===== config.mk =====
export PLATFORM = sky130hd
export DESIGN_NAME = cser_top
export DESIGN_NICKNAME = d
export VERILOG_FILES = /design/src/verilog/cser_top.v
export VERILOG_INCLUDE_DIRS = /design/src /design/src/verilog
export SDC_FILE = /design/constraint.sdc
export NUM_CORES = 1
export LEC_CHECK = 0
export CORE_UTILIZATION = 45
export CTS_CLUSTER_DIAMETER = 30
export DETAILED_ROUTE_END_ITERATION = 7
export DONT_BUFFER_PORTS = 1
export GPL_TIMING_DRIVEN = 0
export HOLD_SLACK_MARGIN = 0.02
export MAX_ROUTING_LAYER = met4
export PLACE_DENSITY = 0.72
export REMOVE_ABC_BUFFERS = 1
export SETUP_SLACK_MARGIN = 0.05
export SYNTH_ARGS = -nofsm -noshare
export SYNTH_HDL_FRONTEND = slang
export SYNTH_SLANG_ARGS = --single-unit

===== constraint.sdc =====
create_clock -name core_clk -period 1.85 [get_ports core_clk]
set_input_delay 0.37 -clock core_clk [delete_from_list [all_inputs] [get_ports core_clk]]
set_output_delay 0.37 -clock core_clk [all_outputs]
set_load 0.02 [all_outputs]

===== src/verilog/cser_regs.vh =====
// constants for the configuration-memory scrub error report block
`ifndef CSER_REGS_VH
`define CSER_REGS_VH
// location field and counter widths
`define CSER_FRAME_W 24
`define CSER_CLUS_W 8
`define CSER_BLK_W 8
`define CSER_BIT_W 7
`define CSER_CNT_W 16
// highest legal offsets
`define CSER_LOGIC_BLK_MAX 8'h07
`define CSER_DELIM_BLK_MAX 8'h00
`define CSER_BIT_MAX 7'h7f
// scrub modes
`define CSER_MODE_OFF 2'h0
`define CSER_MODE_SCAN 2'h1
`define CSER_MODE_REPAIR 2'h2
// control register fields
`define CSER_MODE_W 2
`define CSER_CTRL_BYP 2
// error report kinds from the ecc checker
`define CSER_ERR_NONE 2'h0
`define CSER_ERR_SINGLE 2'h1
`define CSER_ERR_MULTI 2'h2
// register offsets
`define CSER_ADDR_W 4
`define CSER_REG_CTRL 4'h0
`define CSER_REG_STATUS 4'h1
`define CSER_REG_MASK 4'h2
`define CSER_REG_FRAME 4'h3
`define CSER_REG_LOC 4'h4
`define CSER_REG_COUNT 4'h5
// interrupt status bits
`define CSER_IRQ_SINGLE 0
`define CSER_IRQ_MULTI 1
`define CSER_IRQ_CRC 2
`define CSER_IRQ_W 3
`endif


===== src/verilog/cser_top.v =====
// configuration-memory scrub error detection, classification and reporting
`timescale 1ns/100ps
`default_nettype none
`include "cser_regs.vh"
// Overview of operation
// - ecc judged per cluster, never across clusters
// - two errors one cluster: dual, no correction
// - different clusters: separate singles, repair mode corrects
// - dual reports frame and cluster; offsets invalid
// - location is frame, cluster, block, bit
// - cluster offset vertical; even delimiter, odd logic
// - logic cluster block offsets zero to seven
// - delimiter cluster only block offset zero
// - bit offset zero to 0x7f always
// - bad bitstream crc rejected unless bypassed
// - detection only in scan or repair mode
// - single error shown on pins after user mode
// - config reset or reload clears holds and counters
// - scrubbing resumes after reset if enabled
// - idle until user mode entered
// - scan mode records first error then halts
// - repair mode runs on past singles, halts on a dual, keeps first location
module cser_top
(
   // clock and reset
   input wire core_clk,
   input wire arst_n,
   // configuration status pins
   input wire config_reset_n,
   input wire user_mode_pin,
   input wire bitstream_load_pin,
   // bitstream crc result from the loader
   input wire crc_check_valid,
   input wire crc_check_ok,
   output wire bitstream_accept,
   // monitor-side pins
   input wire [`CSER_CLUS_W-1:0] cluster_sel_pin,
   input wire scrub_en_pin,
   // ecc checker result for one cluster block
   input wire ecc_valid,
   input wire [1:0] ecc_kind,
   input wire [`CSER_FRAME_W-1:0] ecc_frame,
   input wire [`CSER_CLUS_W-1:0] ecc_cluster,
   input wire [`CSER_BLK_W-1:0] ecc_block,
   input wire [`CSER_BIT_W-1:0] ecc_bit,
   output wire scrub_run,
   output wire ecc_correct,
   // error report pins
   output reg err_single_ff,
   output reg err_multi_ff,
   output reg [`CSER_FRAME_W-1:0] err_frame_ff,
   output reg [`CSER_CLUS_W-1:0] err_cluster_ff,
   output reg [`CSER_BLK_W-1:0] err_block_ff,
   output reg [`CSER_BIT_W-1:0] err_bit_ff,
   // register port
   input wire [`CSER_ADDR_W-1:0] reg_addr,
   input wire [31:0] reg_wdata,
   input wire reg_wr,
   input wire reg_rd,
   output reg [31:0] reg_rdata_ff,
   output wire irq
);
   ////////////////////////////////////////////////////////////////////////
   // state codes, one-hot
   // idle waits for the start conditions, run scrubs, halt holds until a clear
   localparam ST_IDLE = 3'b001;
   localparam ST_RUN = 3'b010;
   localparam ST_HALT = 3'b100;

   // registers
   reg [1:0] user_sync_ff; // user mode synchroniser
   reg [1:0] rst_sync_ff; // config reset synchroniser
   reg [2:0] load_sync_ff; // bitstream load synchroniser plus edge stage
   reg [1:0] en_sync_ff; // scrub enable synchroniser
   reg [2*`CSER_CLUS_W-1:0] sel_sync_ff; // cluster select synchroniser
   reg [2:0] st_ff; // scrub state
   reg [1:0] mode_ff; // scrub mode from software
   reg crc_bypass_ff; // crc bypass from software
   reg [`CSER_IRQ_W-1:0] sts_ff; // sticky event bits
   reg [`CSER_IRQ_W-1:0] mask_ff; // interrupt mask
   reg [`CSER_CNT_W-1:0] cnt_single_ff; // single error count
   reg [`CSER_CNT_W-1:0] cnt_multi_ff; // multiple error count
   reg recorded_ff; // a location is held

   // combinational terms
   wire user_mode; // synchronised user mode level
   wire clear_all; // clears error state, counters and state machine
   wire scrub_en; // synchronised scrub enable
   wire [`CSER_CLUS_W-1:0] cluster_sel; // synchronised cluster select
   wire loc_ok; // reported location lies inside the legal ranges
   wire take; // a checker result that counts this cycle
   wire is_single; // accepted single error
   wire is_multi; // accepted multiple error
   wire crc_fail; // loader reported a crc mismatch without bypass
   wire [`CSER_IRQ_W-1:0] set_bits; // events of this cycle, one per status bit
   wire [`CSER_IRQ_W-1:0] nxt_sts; // status after clear and set
   wire sts_wr; // write aimed at the status register
   wire mode_on; // a scrubbing mode is selected
   genvar gi; // status bit index

   ////////////////////////////////////////////////////////////////////////
   // pin synchronisers; logic reads the second stage, and the load edge detector also the third
   // the first stage may go metastable, so nothing else looks at it
   always @(posedge core_clk or negedge arst_n)
   begin
      if (!arst_n)
      begin
         // flops start low: config reset reads as asserted until synced
         user_sync_ff <= 2'h0;
         rst_sync_ff <= 2'h0;
         load_sync_ff <= 3'h0;
         en_sync_ff <= 2'h0;
         sel_sync_ff <= {2*`CSER_CLUS_W{1'b0}};
      end
      else
      begin
         // every pin moves one stage per edge
         user_sync_ff <= {user_sync_ff[0], user_mode_pin};
         rst_sync_ff <= {rst_sync_ff[0], config_reset_n};
         load_sync_ff <= {load_sync_ff[1:0], bitstream_load_pin};
         en_sync_ff <= {en_sync_ff[0], scrub_en_pin};
         sel_sync_ff <= {sel_sync_ff[`CSER_CLUS_W-1:0], cluster_sel_pin};
      end
   end

   assign user_mode = user_sync_ff[1];
   assign scrub_en = en_sync_ff[1];
   assign cluster_sel = sel_sync_ff[2*`CSER_CLUS_W-1:`CSER_CLUS_W];
   // config reset low or a new bitstream load clears the error state
   // the clear holds for as long as the reset pin stays low
   // the load pin is edge detected so a pin left high clears only once
   assign clear_all = ~rst_sync_ff[1] | (load_sync_ff[1] & ~load_sync_ff[2]);

   ////////////////////////////////////////////////////////////////////////
   // location check: even cluster is delimiter with a single block
   // a single outside the legal ranges names no real cell and is dropped
   assign loc_ok = (ecc_bit <= `CSER_BIT_MAX)
      & (ecc_cluster[0] ? (ecc_block <= `CSER_LOGIC_BLK_MAX)
                        : (ecc_block <= `CSER_DELIM_BLK_MAX));

   // only the two scrubbing codes run; the spare code behaves as off
   assign mode_on = (mode_ff == `CSER_MODE_SCAN) | (mode_ff == `CSER_MODE_REPAIR);
   // the checker reports each cluster on its own, so kind is per cluster
   // cluster_sel trails its pin by two edges; a change counts from then
   assign take = ecc_valid & (st_ff == ST_RUN) & (ecc_cluster == cluster_sel);
   assign is_single = take & (ecc_kind == `CSER_ERR_SINGLE) & loc_ok;
   assign is_multi = take & (ecc_kind == `CSER_ERR_MULTI);
   // correction only for a single error in repair mode, never a dual
   assign ecc_correct = is_single & (mode_ff == `CSER_MODE_REPAIR);
   assign scrub_run = (st_ff == ST_RUN);

   ////////////////////////////////////////////////////////////////////////
   // crc gate on bitstream acceptance
   // the result is a loader strobe; accept is a pure gate on it
   // a failing crc sets its sticky bit even while scrubbing is off
   assign crc_fail = crc_check_valid & ~crc_check_ok & ~crc_bypass_ff;
   assign bitstream_accept = crc_check_valid & (crc_check_ok | crc_bypass_ff);

   ////////////////////////////////////////////////////////////////////////
   // scrub state machine
   always @(posedge core_clk or negedge arst_n)
   begin
      if (!arst_n)
         st_ff <= ST_IDLE;
      else if (clear_all)
         // a clear restarts from idle, so scrubbing resumes by itself
         st_ff <= ST_IDLE;
      else
      begin
         case (st_ff)
            ST_IDLE:
            begin
               // wait for user mode, enable pin and an active mode
               if (user_mode & scrub_en & mode_on)
                  st_ff <= ST_RUN;
            end
            ST_RUN:
            begin
               // losing user mode, the enable or the mode drops back to idle
               if (!user_mode || !scrub_en || !mode_on)
                  st_ff <= ST_IDLE;
               // a multiple error halts in either mode
               else if (is_multi)
                  st_ff <= ST_HALT;
               // a single halts scan mode only; repair keeps running
               else if (is_single && mode_ff == `CSER_MODE_SCAN)
                  st_ff <= ST_HALT;
            end
            ST_HALT:
               st_ff <= ST_HALT; // stays halted until a clear
            // an illegal code falls back to idle
            default:
               st_ff <= ST_IDLE;
         endcase
      end
   end

   ////////////////////////////////////////////////////////////////////////
   // error flags and first-error location hold
   always @(posedge core_clk or negedge arst_n)
   begin
      if (!arst_n)
      begin
         // power-up: no error held
         err_single_ff <= 1'b0;
         err_multi_ff <= 1'b0;
         err_frame_ff <= {`CSER_FRAME_W{1'b0}};
         err_cluster_ff <= {`CSER_CLUS_W{1'b0}};
         err_block_ff <= {`CSER_BLK_W{1'b0}};
         err_bit_ff <= {`CSER_BIT_W{1'b0}};
         recorded_ff <= 1'b0;
      end
      else if (clear_all)
      begin
         // a clear wins over a report in the same cycle
         // location and flags share one clear, so no half record is seen
         err_single_ff <= 1'b0;
         err_multi_ff <= 1'b0;
         err_frame_ff <= {`CSER_FRAME_W{1'b0}};
         err_cluster_ff <= {`CSER_CLUS_W{1'b0}};
         err_block_ff <= {`CSER_BLK_W{1'b0}};
         err_bit_ff <= {`CSER_BIT_W{1'b0}};
         recorded_ff <= 1'b0;
      end
      else
      begin
         // flags mark any error seen
         if (is_single)
            err_single_ff <= 1'b1;
         if (is_multi)
            err_multi_ff <= 1'b1;
         // only the first error's location is kept
         // the flags still follow later errors in repair mode
         if ((is_single || is_multi) && !recorded_ff)
         begin
            recorded_ff <= 1'b1;
            err_frame_ff <= ecc_frame;
            err_cluster_ff <= ecc_cluster;
            // dual error: offsets are zeroed and must be ignored
            err_block_ff <= is_multi ? {`CSER_BLK_W{1'b0}} : ecc_block;
            err_bit_ff <= is_multi ? {`CSER_BIT_W{1'b0}} : ecc_bit;
         end
      end
   end

   ////////////////////////////////////////////////////////////////////////
   // error counters, saturating
   // they hold at all ones instead of wrapping, so a count never reads low
   // they move only while running, so mode off leaves them alone
   always @(posedge core_clk or negedge arst_n)
   begin
      if (!arst_n)
      begin
         // power-up: both counts empty
         cnt_single_ff <= {`CSER_CNT_W{1'b0}};
         cnt_multi_ff <= {`CSER_CNT_W{1'b0}};
      end
      else if (clear_all)
      begin
         cnt_single_ff <= {`CSER_CNT_W{1'b0}};
         cnt_multi_ff <= {`CSER_CNT_W{1'b0}};
      end
      else
      begin
         if (is_single && ~&cnt_single_ff)
            cnt_single_ff <= cnt_single_ff + {{`CSER_CNT_W-1{1'b0}}, 1'b1};
         if (is_multi && ~&cnt_multi_ff)
            cnt_multi_ff <= cnt_multi_ff + {{`CSER_CNT_W-1{1'b0}}, 1'b1};
      end
   end

   ////////////////////////////////////////////////////////////////////////
   // control registers and sticky status; set wins over write-one clear
   assign set_bits = {crc_fail, is_multi, is_single};
   assign sts_wr = reg_wr & (reg_addr == `CSER_REG_STATUS);

   // per-bit sticky status: an event in the clear cycle keeps its bit set
   generate
      for (gi = 0; gi < `CSER_IRQ_W; gi = gi + 1)
      begin : g_sts
         assign nxt_sts[gi] = set_bits[gi] | (sts_ff[gi] & ~(sts_wr & reg_wdata[gi]));
      end
   endgenerate

   always @(posedge core_clk or negedge arst_n)
   begin
      if (!arst_n)
      begin
         // software starts with scrubbing off and no bypass
         mode_ff <= `CSER_MODE_OFF;
         crc_bypass_ff <= 1'b0;
         mask_ff <= {`CSER_IRQ_W{1'b0}};
         sts_ff <= {`CSER_IRQ_W{1'b0}};
      end
      else
      begin
         if (reg_wr && reg_addr == `CSER_REG_CTRL)
         begin
            // mode and bypass take effect on the edge after the write
            mode_ff <= reg_wdata[`CSER_MODE_W-1:0];
            crc_bypass_ff <= reg_wdata[`CSER_CTRL_BYP];
         end
         if (reg_wr && reg_addr == `CSER_REG_MASK)
            mask_ff <= reg_wdata[`CSER_IRQ_W-1:0];
         // write-one clear, then new events set
         sts_ff <= nxt_sts;
      end
   end

   // a level: high until software clears or masks every set bit
   assign irq = |(sts_ff & mask_ff);

   ////////////////////////////////////////////////////////////////////////
   // read data, one cycle after the strobe; zero otherwise
   // unmapped offsets read zero; status also shows the state code
   always @(posedge core_clk or negedge arst_n)
   begin
      if (!arst_n)
         reg_rdata_ff <= 32'h0;
      else if (reg_rd)
      begin
         case (reg_addr)
            `CSER_REG_CTRL:
               reg_rdata_ff <= {29'h0, crc_bypass_ff, mode_ff};
            `CSER_REG_STATUS:
               reg_rdata_ff <= {26'h0, st_ff, sts_ff};
            `CSER_REG_MASK:
               reg_rdata_ff <= {29'h0, mask_ff};
            `CSER_REG_FRAME:
               reg_rdata_ff <= {6'h0, err_multi_ff, err_single_ff, err_frame_ff};
            `CSER_REG_LOC:
               reg_rdata_ff <= {9'h0, err_bit_ff, err_block_ff, err_cluster_ff};
            // counts: multiple in the upper half, single in the lower
            `CSER_REG_COUNT:
               reg_rdata_ff <= {cnt_multi_ff, cnt_single_ff};
            default:
               reg_rdata_ff <= 32'h0;
         endcase
      end
      else
         reg_rdata_ff <= 32'h0;
   end

endmodule
`default_nettype wire

==> qor.yml, run 1 <==
status: "finished, violations left"
violations: "negative hold slack, negative setup slack"
area_delta_synth_final_pct: 36.3
yosysSeqAreaShare_pct: 56.3
drtPass1Iterations: 7
io_buffer_count: 0
rsz0062_at_grt: "yes"
cts_buffer_depth: 2
antenna_found_initial: 0
worst_slack_ns: -0.647
switching_share_pct: 22.5
grt_usage_pct: 30.6
min_period_over_period_pct: 135
numCtsBuffers: 17
nFillCells: 1079
grt_first_pass_wirelength_um: 33600
critPathRequiredTime_ns: 1.48
yosysTopAreaCellShare_pct: 55.9
ys.flop_type: "dfrtp_1"
yosysWarnings: 0
finalSetupViolCount: 88
syn_area_um2: 6710
leakage_uw: 0.00363
synthTopCellsByArea: "dfrtp_1 (56%), a21oi_1 (4.3%), nand3_1 (3.8%)"
max_freq_mhz: 400
p_sw_uw: 1680
critical_path_arrival_ns: 2.13
ff2ff_setup_slack_ns: -0.48
vias_per_cell: 6.79
tritoncts: "built"
io_pins: 189
setup_tns_ns: -33.36
relSlewSlack_pct: 11.2
wl_per_cell_um: 25.3
clock_latency_ns: 0.43
drtAntennaViolNets: 0
power.density_nw_per_um2: 817
place_hpwl_um: 12300
irDropWorstVdd_v: 0.000733
cts_hold_buf: 12
whs_ns: -0.364
die_w_um: 124
final_nets: 808
clk_pin_slew_ns: 0.06
die_h_um: 124
synthTopCellsByCount: "dfrtp_1 (150), a21oi_1 (58), nand3_1 (51)"
finalCriticalPeriod_ns: 2.50
dieArea_um2: 15400
vias: 6090
num_rows: 44
yosys.area.top_type: "dfrtp_1"
p_seq_share_pct: 45.7
drc: 0
crit_type: "flip-flop to primary output"
placed_area_um2: 6960
p_int_uw: 5800
gp_congestion: 0.872
layout-drive-gt1-share_pct: 35.2
multi_input_area_um2: 3650
antenna_cells: 0
placed_cells: 792
start_kind: "flip-flop"
core-area_um2: 14500
grt_overflow: 0
final_max_slew_viol_count: 0
finalHoldViolCount: 151
synthArstFlopShare_pct: 100
reg2reg_depth: 8
drt_wl_total_um: 22700
ff_latch_area_um2: 3790
stdcell_count: 897
reg2reg_to: "err_cluster_ff[1]"
max_slew.worst_pin.slew_ns: 1.33
initial_utilization_pct: 46.2
grt_pass1_vias: 6036
clockRootBuffer: "clkbuf_16"
critPathMaxFanout: 4
synthCells: 644
timing.rr.start: "st_ff[2]"
htree_levels: 4
syn_area_per_cell_um2: 10.4
skew_ns: 0.00864
power_frac_clock_pct: 48.9
drt_iter0_drc: 750
synth-edff-count: 0
synthDistinctLibCells: 50
comb_power_share_pct: 5.4
yosysMostFrequentCell: "dfrtp_1"
clkSinkCount: 151
drv_cap: 0
design_area_um2: 9150
cp-end-kind: "primary output"
grt_max_degree: 152
synth_seq_cells: 151
min_path_type: "input pin to async pin"
critical path: stages, from the launching register on:
cell and delay, ns:
dfrtp_1 0.43, nor3b_4 0.47, nand4_1 0.15, buf_4 0.18, nor4_4 0.23, and2_4 0.23
power by group through the flow:
stage	clock, uW	sequential [uW]	combinational (uW)
after floorplan	0	3460	190
after global placement	0	3470	254
after detailed placement	0	3470	291
after CTS	3680	3410	360
after global routing	3830	3420	429
final	3660	3420	406
cell type report:
class | instances | share of cell area (%)
inverters | 7 | 0.287
multi-input cells | 450 | 39.9
repair buffers | 73 | 9.16
clock buffers | 20 | 4.88
well taps | 184 | 2.52
clock inverters | 12 | 1.93
flip-flops and latches | 151 | 41.4
cell families (layout without fill, tap and decap cells):
family                   Yosys count  in the layout  synth area share, %
AND/OR/NAND/NOR                  238            245                 19.5
AO/OA/AOI/OAI                    174            176                 16.4
flip-flops                       151            151                 56.3
buffers and inverters             52            112                 3.39
multiplexers                      17             17                 2.65
XOR/XNOR                           8              8                 1.04
adder cells (fa/ha/maj)            4              4                0.745
stage by stage:
stage	utilization (%)	worst slack (ns)	power (uW)	hold WS (ns)
final	63.0	-0.647	7480	-0.364
after global routing	63.0	-0.686	7680	-0.375
after detailed placement	47.9	-1.13	3760	0.0772
after floorplan	-	-2.27	3650	0.0744
after global placement	46.4	-4.69	3720	0.0794
after CTS	59.8	-0.550	7450	-0.376
per-layer routing:
| layer | up-vias | global-route usage, % | wire (um) |
|---|---|---|---|
| met3 | 60 | 9.34 | 2350 |
| met4 | 0 | 14.1 | 618 |
| met1 | 3068 | 35.6 | 8360 |
| li1 | 2562 | - | - |
| met5 | - | - | 0 |
| met2 | 400 | 48.5 | 11300 |
sequential cells by signal, indices dropped and copies added, names as in the netlist, 2 cells and up:
name            cells
load_sync_ff        3
sel_sync_ff        16
rst_sync_ff         2
mask_ff             3
cnt_single_ff      16
reg_rdata_ff       32
err_cluster_ff      8
err_frame_ff       24
cnt_multi_ff       16
en_sync_ff          2
err_block_ff        8
sts_ff              3
st_ff               3
err_bit_ff          7
mode_ff             2
user_sync_ff        2
worst max-delay path by stage:
stage,startpoint,end,slack [ns],depth (start not counted)
2_1_floorplan,st_ff[2],err_block_ff[3],-2.27,5
3_3_place_gp,st_ff[2],err_block_ff[3],-4.69,5
3_5_place_dp,ecc_block[4],err_bit_ff[6],-1.13,6
4_1_cts,st_ff[2],ecc_correct,-0.55,5
5_1_grt,st_ff[2],ecc_correct,-0.69,5
6_report,st_ff[2],ecc_correct,-0.65,5
placed cells by master, fill, tap and decap left out, types with 5 or more instances in the layout:
cell type / n
dfrtp_1: 147
nand2_1: 44
nand3_1: 42
a21oi_2: 37
nor2_1: 33
o21ai_2: 26
buf_6: 24
buf_4: 24
a222oi_1: 21
a21oi_1: 21
nand4_1: 19
clkbuf_16: 18
nand2b_1: 12
a22oi_1: 12
dlygate4sd3_1: 12
o21ai_4: 11
mux2i_1: 11
and3_1: 10
o21ai_1: 10
nand3_2: 9
or4_4: 9
xnor2_1: 8
nor3_4: 8
inv_1: 7
mux2_2: 6
nor3_1: 5
and4_1: 5
o31ai_2: 5
buf_12: 5
timing repair:
item | in CTS | in global routing
pin swaps | 81 | 39
hold endpoints to repair | 163 | 151
buffers inserted | 39 | 14
setup endpoints to repair | 89 | 88
gates resized for setup | 168 | 90
cloned | 12 | 0
No activity file was read; power rests on OpenSTA's default activity.
==> inputs of run 2 (changes only) <==
CAP_MARGIN = 20   (was unset)
PLACE_DENSITY = unset   (was 0.72)
==> run 2 against run 1 <==
Effect of this change: the flow still finishes with violations (negative hold slack, negative setup slack); clock skew fell by 0.0014 ns; combinational power is 3% higher; die area unchanged; setup slack gained 0.061 ns; flip-flop and latch count stayed put; core utilization increased by 2.3 points; wire length rose by 0.88%; highest routed layer unchanged.
==> qor.yml, run 2 (synthesis gave the netlist of run 1 again) <==
status: "finished, violations left"  # unchanged
violations: "negative hold slack, negative setup slack"  # unchanged
met3_length_um: 2200  # was 2350 um
grt_first_pass_wirelength_um: 32500  # was 33600 um
p_int_uw: 6100  # was 5800 uW
io_pins: 189  # unchanged
dp_slack_ns: -1.06  # was -1.13 ns
whs_ns: -0.366  # was -0.364 ns
final_nets: 820  # was 808
most-common-layout-cells: "dfrtp_1 (149), nand2_1 (44), a21oi_2 (35)"  # was dfrtp_1 (147), nand2_1 (44), nand3_1 (42)
place_hpwl_um: 12400  # was 12300 um
final_common_cell: "dfrtp_1"  # unchanged
min_period_over_period_pct: 132  # was 135%
critical_path_arrival_ns: 2.75  # was 2.13 ns
die_w_um: 124  # unchanged
clock_latency_ns: 0.43  # about the same
grt_overflow: 0  # unchanged
irDropWorstVdd_v: 0.000575  # was 0.000733 V
worst_slack_ns: -0.586  # was -0.647 ns
max_freq_mhz: 410  # was 400 MHz
relSlewSlack_pct: 32.9  # was 11.2%
grt_usage_pct: 29.9  # was 30.6%
clkSinkCount: 151  # unchanged
area_delta_synth_final_pct: 41.4  # was 36.3%
wl_met2_um: 11200  # was 11300 um
finalSetupViolCount: 87  # was 88
grt_pass1_vias: 5760  # was 6036
cts_buffer_depth: 2  # unchanged
drtPass1Iterations: 5  # was 7
p_seq_share_pct: 44.0  # was 45.7%
rsz0062_at_grt: "yes"  # unchanged
p_sw_uw: 1670  # was 1680 uW
dieArea_um2: 15400  # unchanged
antenna_found_initial: 1  # was 0
drv_cap: 0  # unchanged
finalHoldViolCount: 151  # unchanged
layout-drive-gt1-share_pct: 37.3  # was 35.2%
grt_max_degree: 152  # unchanged
nFillCells: 1043  # was 1079
regMostFlops: "reg_rdata_ff"  # unchanged
initial_utilization_pct: 46.2  # unchanged
numCtsBuffers: 17  # unchanged
vias: 6043  # was 6090
min_path_type: "input pin to async pin"  # unchanged
top_regs: "reg_rdata_ff x32, err_frame_ff x24"  # unchanged
num_rows: 44  # unchanged
drt_wl_total_um: 22900  # was 22700 um
core-area_um2: 14500  # unchanged
drt_iter0_drc: 616  # was 750
finalCriticalPeriod_ns: 2.44  # was 2.50 ns
cp-end-kind: "flip-flop"  # was primary output
final_max_slew_viol_count: 0  # unchanged
power.density_nw_per_um2: 818  # was 817 nW/um^2
wl_per_cell_um: 25.2  # was 25.3 um
max_slew.worst_pin.slew_ns: 1.00  # was 1.33 ns
largest_reg_flops: 32  # unchanged
critPathMaxFanout: 6  # was 4
skew_ns: 0.00729  # was 0.00864 ns
tritoncts: "built"  # unchanged
vias_per_cell: 6.66  # was 6.79
power_frac_clock_pct: 50.6  # was 48.9%
leakage_uw: 0.00374  # was 0.00363 uW
cts_hold_buf: 12  # unchanged
comb_power_share_pct: 5.4  # about the same
clk_pin_slew_ns: 0.06  # about the same
met1Wirelength_um: 8860  # was 8360 um
critPathRequiredTime_ns: 2.16  # was 1.48 ns
gp_congestion: 0.837  # was 0.872
io_buffer_count: 0  # unchanged
drtAntennaViolNets: 0  # unchanged
htree_levels: 4  # unchanged
crit_type: "flip-flop to flip-flop"  # was flip-flop to primary output
switching_share_pct: 21.5  # was 22.5%
drc: 0  # unchanged
routed.top_layer: "met4"  # unchanged
start_kind: "flip-flop"  # unchanged
clockRootBuffer: "clkbuf_16"  # unchanged
die_h_um: 124  # unchanged
==> run 2: path summary, 6_finish.rpt <==
check | cells past startpoint | end | slack (ns) | from
setup / recovery | 11 | err_block_ff[1] | -0.59 | st_ff[2]
hold / removal | 0 | err_frame_ff[12] | -0.37 | arst_n
setup reg to reg | 11 | err_block_ff[1] | -0.59 | st_ff[2]
hold reg to reg | 0 | sel_sync_ff[9] | 0.34 | sel_sync_ff[1]
max in group asynchronous | 0 | st_ff[0] | 1.95 | arst_n
min in group core_clk | 2 | err_frame_ff[10] | 0.07 | ecc_frame[10]
==> run 2: cell type report <==
type                    instances  area, um^2  share of cell area, %
inverters                       7        26.3                  0.277
multi-input cells             449        3720                   39.2
flip-flops and latches        151        3780                   39.8
clock inverters                 9         198                   2.08
diodes                          1        2.50                 0.0264
clock buffers                  21         460                   4.85
well taps                     184         230                   2.42
repair buffers                 86        1080                   11.4
==> run 2: what timing repair did <==
action / CTS / global route
cloned: 10 / 3
setup buffers: 46 / 18
resized for setup: 168 / 105
endpoints found under the setup margin: 87 / 88
hold endpoints to repair: 163 / 151
pin swaps: 84 / 68
==> run 2: layer usage <==
| metal | global-route usage [%] | vias to the layer above |
|---|---|---|
| li1 | - | 2585 |
| met1 | 36.2 | 3057 |
| met2 | 46.3 | 341 |
| met3 | 9.57 | 60 |
| met4 | 11.5 | 0 |
| met5 | - | - |
==> run 2: power groups by stage <==
| stage | clock, uW | sequential (uW) | combinational [uW] |
|---|---|---|---|
| 2_1_floorplan | 0 | 3460 | 190 |
| 3_3_place_gp | 0 | 3470 | 261 |
| 3_5_place_dp | 0 | 3470 | 307 |
| 4_1_cts | 3940 | 3410 | 377 |
| 5_1_grt | 4080 | 3420 | 445 |
| 6_report | 3930 | 3410 | 420 |
==> run 2: metrics by stage <==
stage | TNS (ns) | total power, uW | area [um^2] | utilization [%] | std cells
5_1_grt | -42.96 | 7950 | 9490 | 65.3 | 908
4_1_cts | -30.42 | 7730 | 8890 | 61.2 | 892
3_3_place_gp | -369.61 | 3730 | 6740 | 46.4 | 783
2_1_floorplan | -147.51 | 3650 | 6510 | - | 599
3_5_place_dp | -59.30 | 3780 | 7030 | 48.3 | 795
6_report | -35.57 | 7760 | 9490 | 65.3 | 908
==> run 2: critical path, stage by stage (launching register included) <==
cell and delay (ns):
dfrtp_2 0.43, nor3b_4 0.43, nand4_1 0.14, buf_4 0.18, buf_6 0.11, buf_6 0.11, nor3_4 0.21, buf_6 0.15
buf_8 0.12, buf_12 0.13, and2_4 0.21, o21ai_1 0.08
==> inputs of run 3 (changes only) <==
BUFFER_PORTS_ARGS = -buffer_cell sky130_fd_sc_hd__buf_2   (was unset)
DONT_BUFFER_PORTS = unset   (was 1)
PLACE_DENSITY = 0.73   (was unset)
==> run 3 against run 2 <==
Effect of this change: the run ends with negative setup slack left; clock power fell by 9.2%; die area did not move; clock-buffer cell count fell by 1; sequential share of layout area fell by 4.1 points; combinational power rose by 59%; wire length rose by 12%; cell count rose by 18%; core utilization rose by 7.7 points; register-to-register slack improved by 0.12 ns; maximum frequency rose by 5.2%; via count rose by 16%.
==> qor.yml, run 3 (synthesis gave the netlist of run 1 again) <==
p_sw_uw: 1850  # was 1670 uW
leakage_uw: 0.00452  # was 0.00374 uW
worst_slack_ns: -0.467  # was -0.586 ns
stdcell_count: 1072  # was 908
reg2reg_depth: 9  # was 11
drc: 0  # unchanged
antenna_cells: 0  # was 1
rsz0062_at_grt: "yes"  # unchanged
hold_depth: 1
cts_buffer_depth: 2  # unchanged
ff2ff_setup_slack_ns: -0.47  # was -0.59 ns
clkSinkCount: 151  # unchanged
drv_cap: 0  # unchanged
switching_share_pct: 24.2  # was 21.5%
power.density_nw_per_um2: 722  # was 818 nW/um^2
grt_max_degree: 104  # was 152
core-area_um2: 14500  # unchanged
clk_pin_slew_ns: 0.06  # about the same
layout-drive-gt1-share_pct: 55.6  # was 37.3%
power_frac_clock_pct: 46.7  # was 50.6%
critPathRequiredTime_ns: 2.18  # was 2.16 ns
final_common_cell: "buf_2"  # was dfrtp_1
min_period_over_period_pct: 125  # was 132%
reg2reg_to: "cnt_multi_ff[5]"  # was err_block_ff[1]
fin_total_pwr_uw: 7660  # was 7760 uW
max_slew.worst_pin.slew_ns: 1.13  # was 1.00 ns
start_kind: "flip-flop"  # unchanged
grt_pass1_vias: 6543  # was 5760
finalSetupViolCount: 86  # was 87
vias_per_cell: 6.52  # was 6.66
most-common-layout-cells: "buf_2 (155), dfrtp_1 (146), a21oi_2 (43)"  # was dfrtp_1 (149), nand2_1 (44), a21oi_2 (35)
drtPass1Iterations: 6  # was 5
placed_cells: 954  # was 795
finalHoldViolCount: 0  # was 151
relSlewSlack_pct: 24.5  # was 32.9%
gp_congestion: 0.860  # was 0.837
clock_latency_ns: 0.43  # about the same
status: "finished, violations left"  # unchanged
whs_endpoint: "sel_sync_ff[0]"
holdCritStartpoint: "cluster_sel_pin[0]"
wl_per_cell_um: 23.9  # was 25.2 um
finalCriticalPeriod_ns: 2.32  # was 2.44 ns
place_hpwl_um: 13400  # was 12400 um
comb_power_share_pct: 8.7  # was 5.4%
critical_path_arrival_ns: 2.65  # was 2.75 ns
initial_utilization_pct: 46.2  # unchanged
path_buf_inv: 4  # was 6
vias: 6990  # was 6043
setup_tns_ns: -21.93  # was -35.57 ns
skew_ns: 0.00895  # was 0.00729 ns
grt_usage_pct: 31.9  # was 29.9%
final_nets: 984  # was 820
dp_slack_ns: -0.884  # was -1.06 ns
dieArea_um2: 15400  # unchanged
top_regs: "reg_rdata_ff x32, err_frame_ff x24"  # unchanged
tritoncts: "built"  # unchanged
htree_levels: 4  # unchanged
final_max_slew_viol_count: 0  # unchanged
irDropWorstVdd_v: 0.000603  # was 0.000575 V
num_rows: 44  # unchanged
cp.depth: 9  # was 11
cp-end-kind: "flip-flop"  # unchanged
antenna_found_initial: 0  # was 1
crit_type: "flip-flop to flip-flop"  # unchanged
nFillCells: 931  # was 1043
die_w_um: 124  # unchanged
timing.rr.start: "st_ff[2]"  # unchanged
drtAntennaViolNets: 0  # unchanged
area_delta_synth_final_pct: 58.0  # was 41.4%
cp_top_family: "simple AND/OR/NAND/NOR gates"  # unchanged
critPathMaxFanout: 6  # unchanged
io_pins: 189  # unchanged
min_path_type: "input pin to flip-flop"  # was input pin to async pin
largest_reg_flops: 32  # unchanged
grt_overflow: 0  # unchanged
drt_wl_total_um: 25700  # was 22900 um
regMostFlops: "reg_rdata_ff"  # unchanged
p_seq_share_pct: 44.6  # was 44.0%
critical_path.cell_chain: "nor3b_4, buf_4, and4_4, buf_12, buf_12, nand3_4, buf_4, nor4_4, mux2i_1"  # was nor3b_4, nand4_1, buf_4, buf_6, buf_6, nor3_4, buf_6, buf_8, buf_12, and2_4, o21ai_1
violations: "negative setup slack"  # was negative hold slack, negative setup slack
max_freq_mhz: 432  # was 410 MHz
die_h_um: 124  # unchanged
max_stage_delay_ns: 0.42  # was 0.43 ns
grt_first_pass_wirelength_um: 35000  # was 32500 um
numCtsBuffers: 17  # unchanged
clockRootBuffer: "clkbuf_16"  # unchanged
p_int_uw: 5800  # was 6100 uW
slowest_stage: "dfrtp_1"  # was dfrtp_2
drt_iter0_drc: 695  # was 616
io_buffer_count: 159  # was 0
## run 3: changes by cell type in the layout (fill, tap and decap cells not counted), sizes merged
cell / previous run / this run
clkinvlp: 1 / 6
clkinv: 2 / 1
bufinv: 6 / 3
o21ai: 50 / 51
inv: 7 / 8
dlygate4sd3: 12 / 1
diode: 1 / 0
clkbuf: 24 / 22
nor2: 35 / 36
buf: 71 / 245
## run 3: how the worst max path moves through the flow
stage	start	to	slack (ns)
finish	st_ff[2]	cnt_multi_ff[5]	-0.47
CTS	st_ff[2]	ecc_correct	-0.43
global placement	ecc_cluster[6]	err_block_ff[3]	-4.57
global route	st_ff[2]	cnt_multi_ff[5]	-0.50
detailed placement	ecc_block[2]	err_bit_ff[2]	-0.88
floorplan	st_ff[2]	err_block_ff[3]	-2.27
## run 3: worst reg2reg max path, stage by stage, from the launching register on
cell and delay (ns):
dfrtp_1 0.42, nor3b_4 0.25, buf_4 0.17, and4_4 0.31
buf_12 0.14, buf_12 0.09, nand3_4 0.12, buf_4 0.20
nor4_4 0.25, mux2i_1 0.27
## run 3: power by group through the flow
stage	logic [uW]	clock network, uW	registers (uW)
final	666	3570	3420
after global routing	709	3760	3420
after CTS	563	3590	3410
after detailed placement	489	0	3470
after global placement	417	0	3470
after floorplan	190	0	3460
## run 3: timing repair
item,CTS,global route
pin swaps,56,104
endpoints found under the setup margin,87,89
gates cloned,10,4
setup buffers,41,35
endpoints found under the hold margin,47,0
hold buffers,1,0
resized for setup,147,190
## run 3: per-stage QoR
step	hold slack, ns	instance area [um^2]	utilization, %
detailed placement	0.334	7850	54.0
global route	0.0245	10600	73.0
global placement	0.332	7540	51.9
finish	0.0429	10600	73.0
CTS	0.0329	9420	64.8
floorplan	0.0744	6510	-
## run 3: layer usage
layer  GRT usage [%]  vias to the layer above  wire, um
li1                -                     2920         -
met1            38.3                     3491      9610
met2            50.6                      475     12500
met3            6.50                      104      2380
met4            16.7                        0      1200
met5               -                        -         0
## run 3: area by class of cell
type	instances	area [um^2]	share of cell area, %
clock buffers	20	457	4.31
clock inverters	11	149	1.40
inverters	7	26.3	0.248
multi-input cells	451	4050	38.2
flip-flops and latches	151	3780	35.7
well taps	184	230	2.17
repair buffers	248	1910	18.0
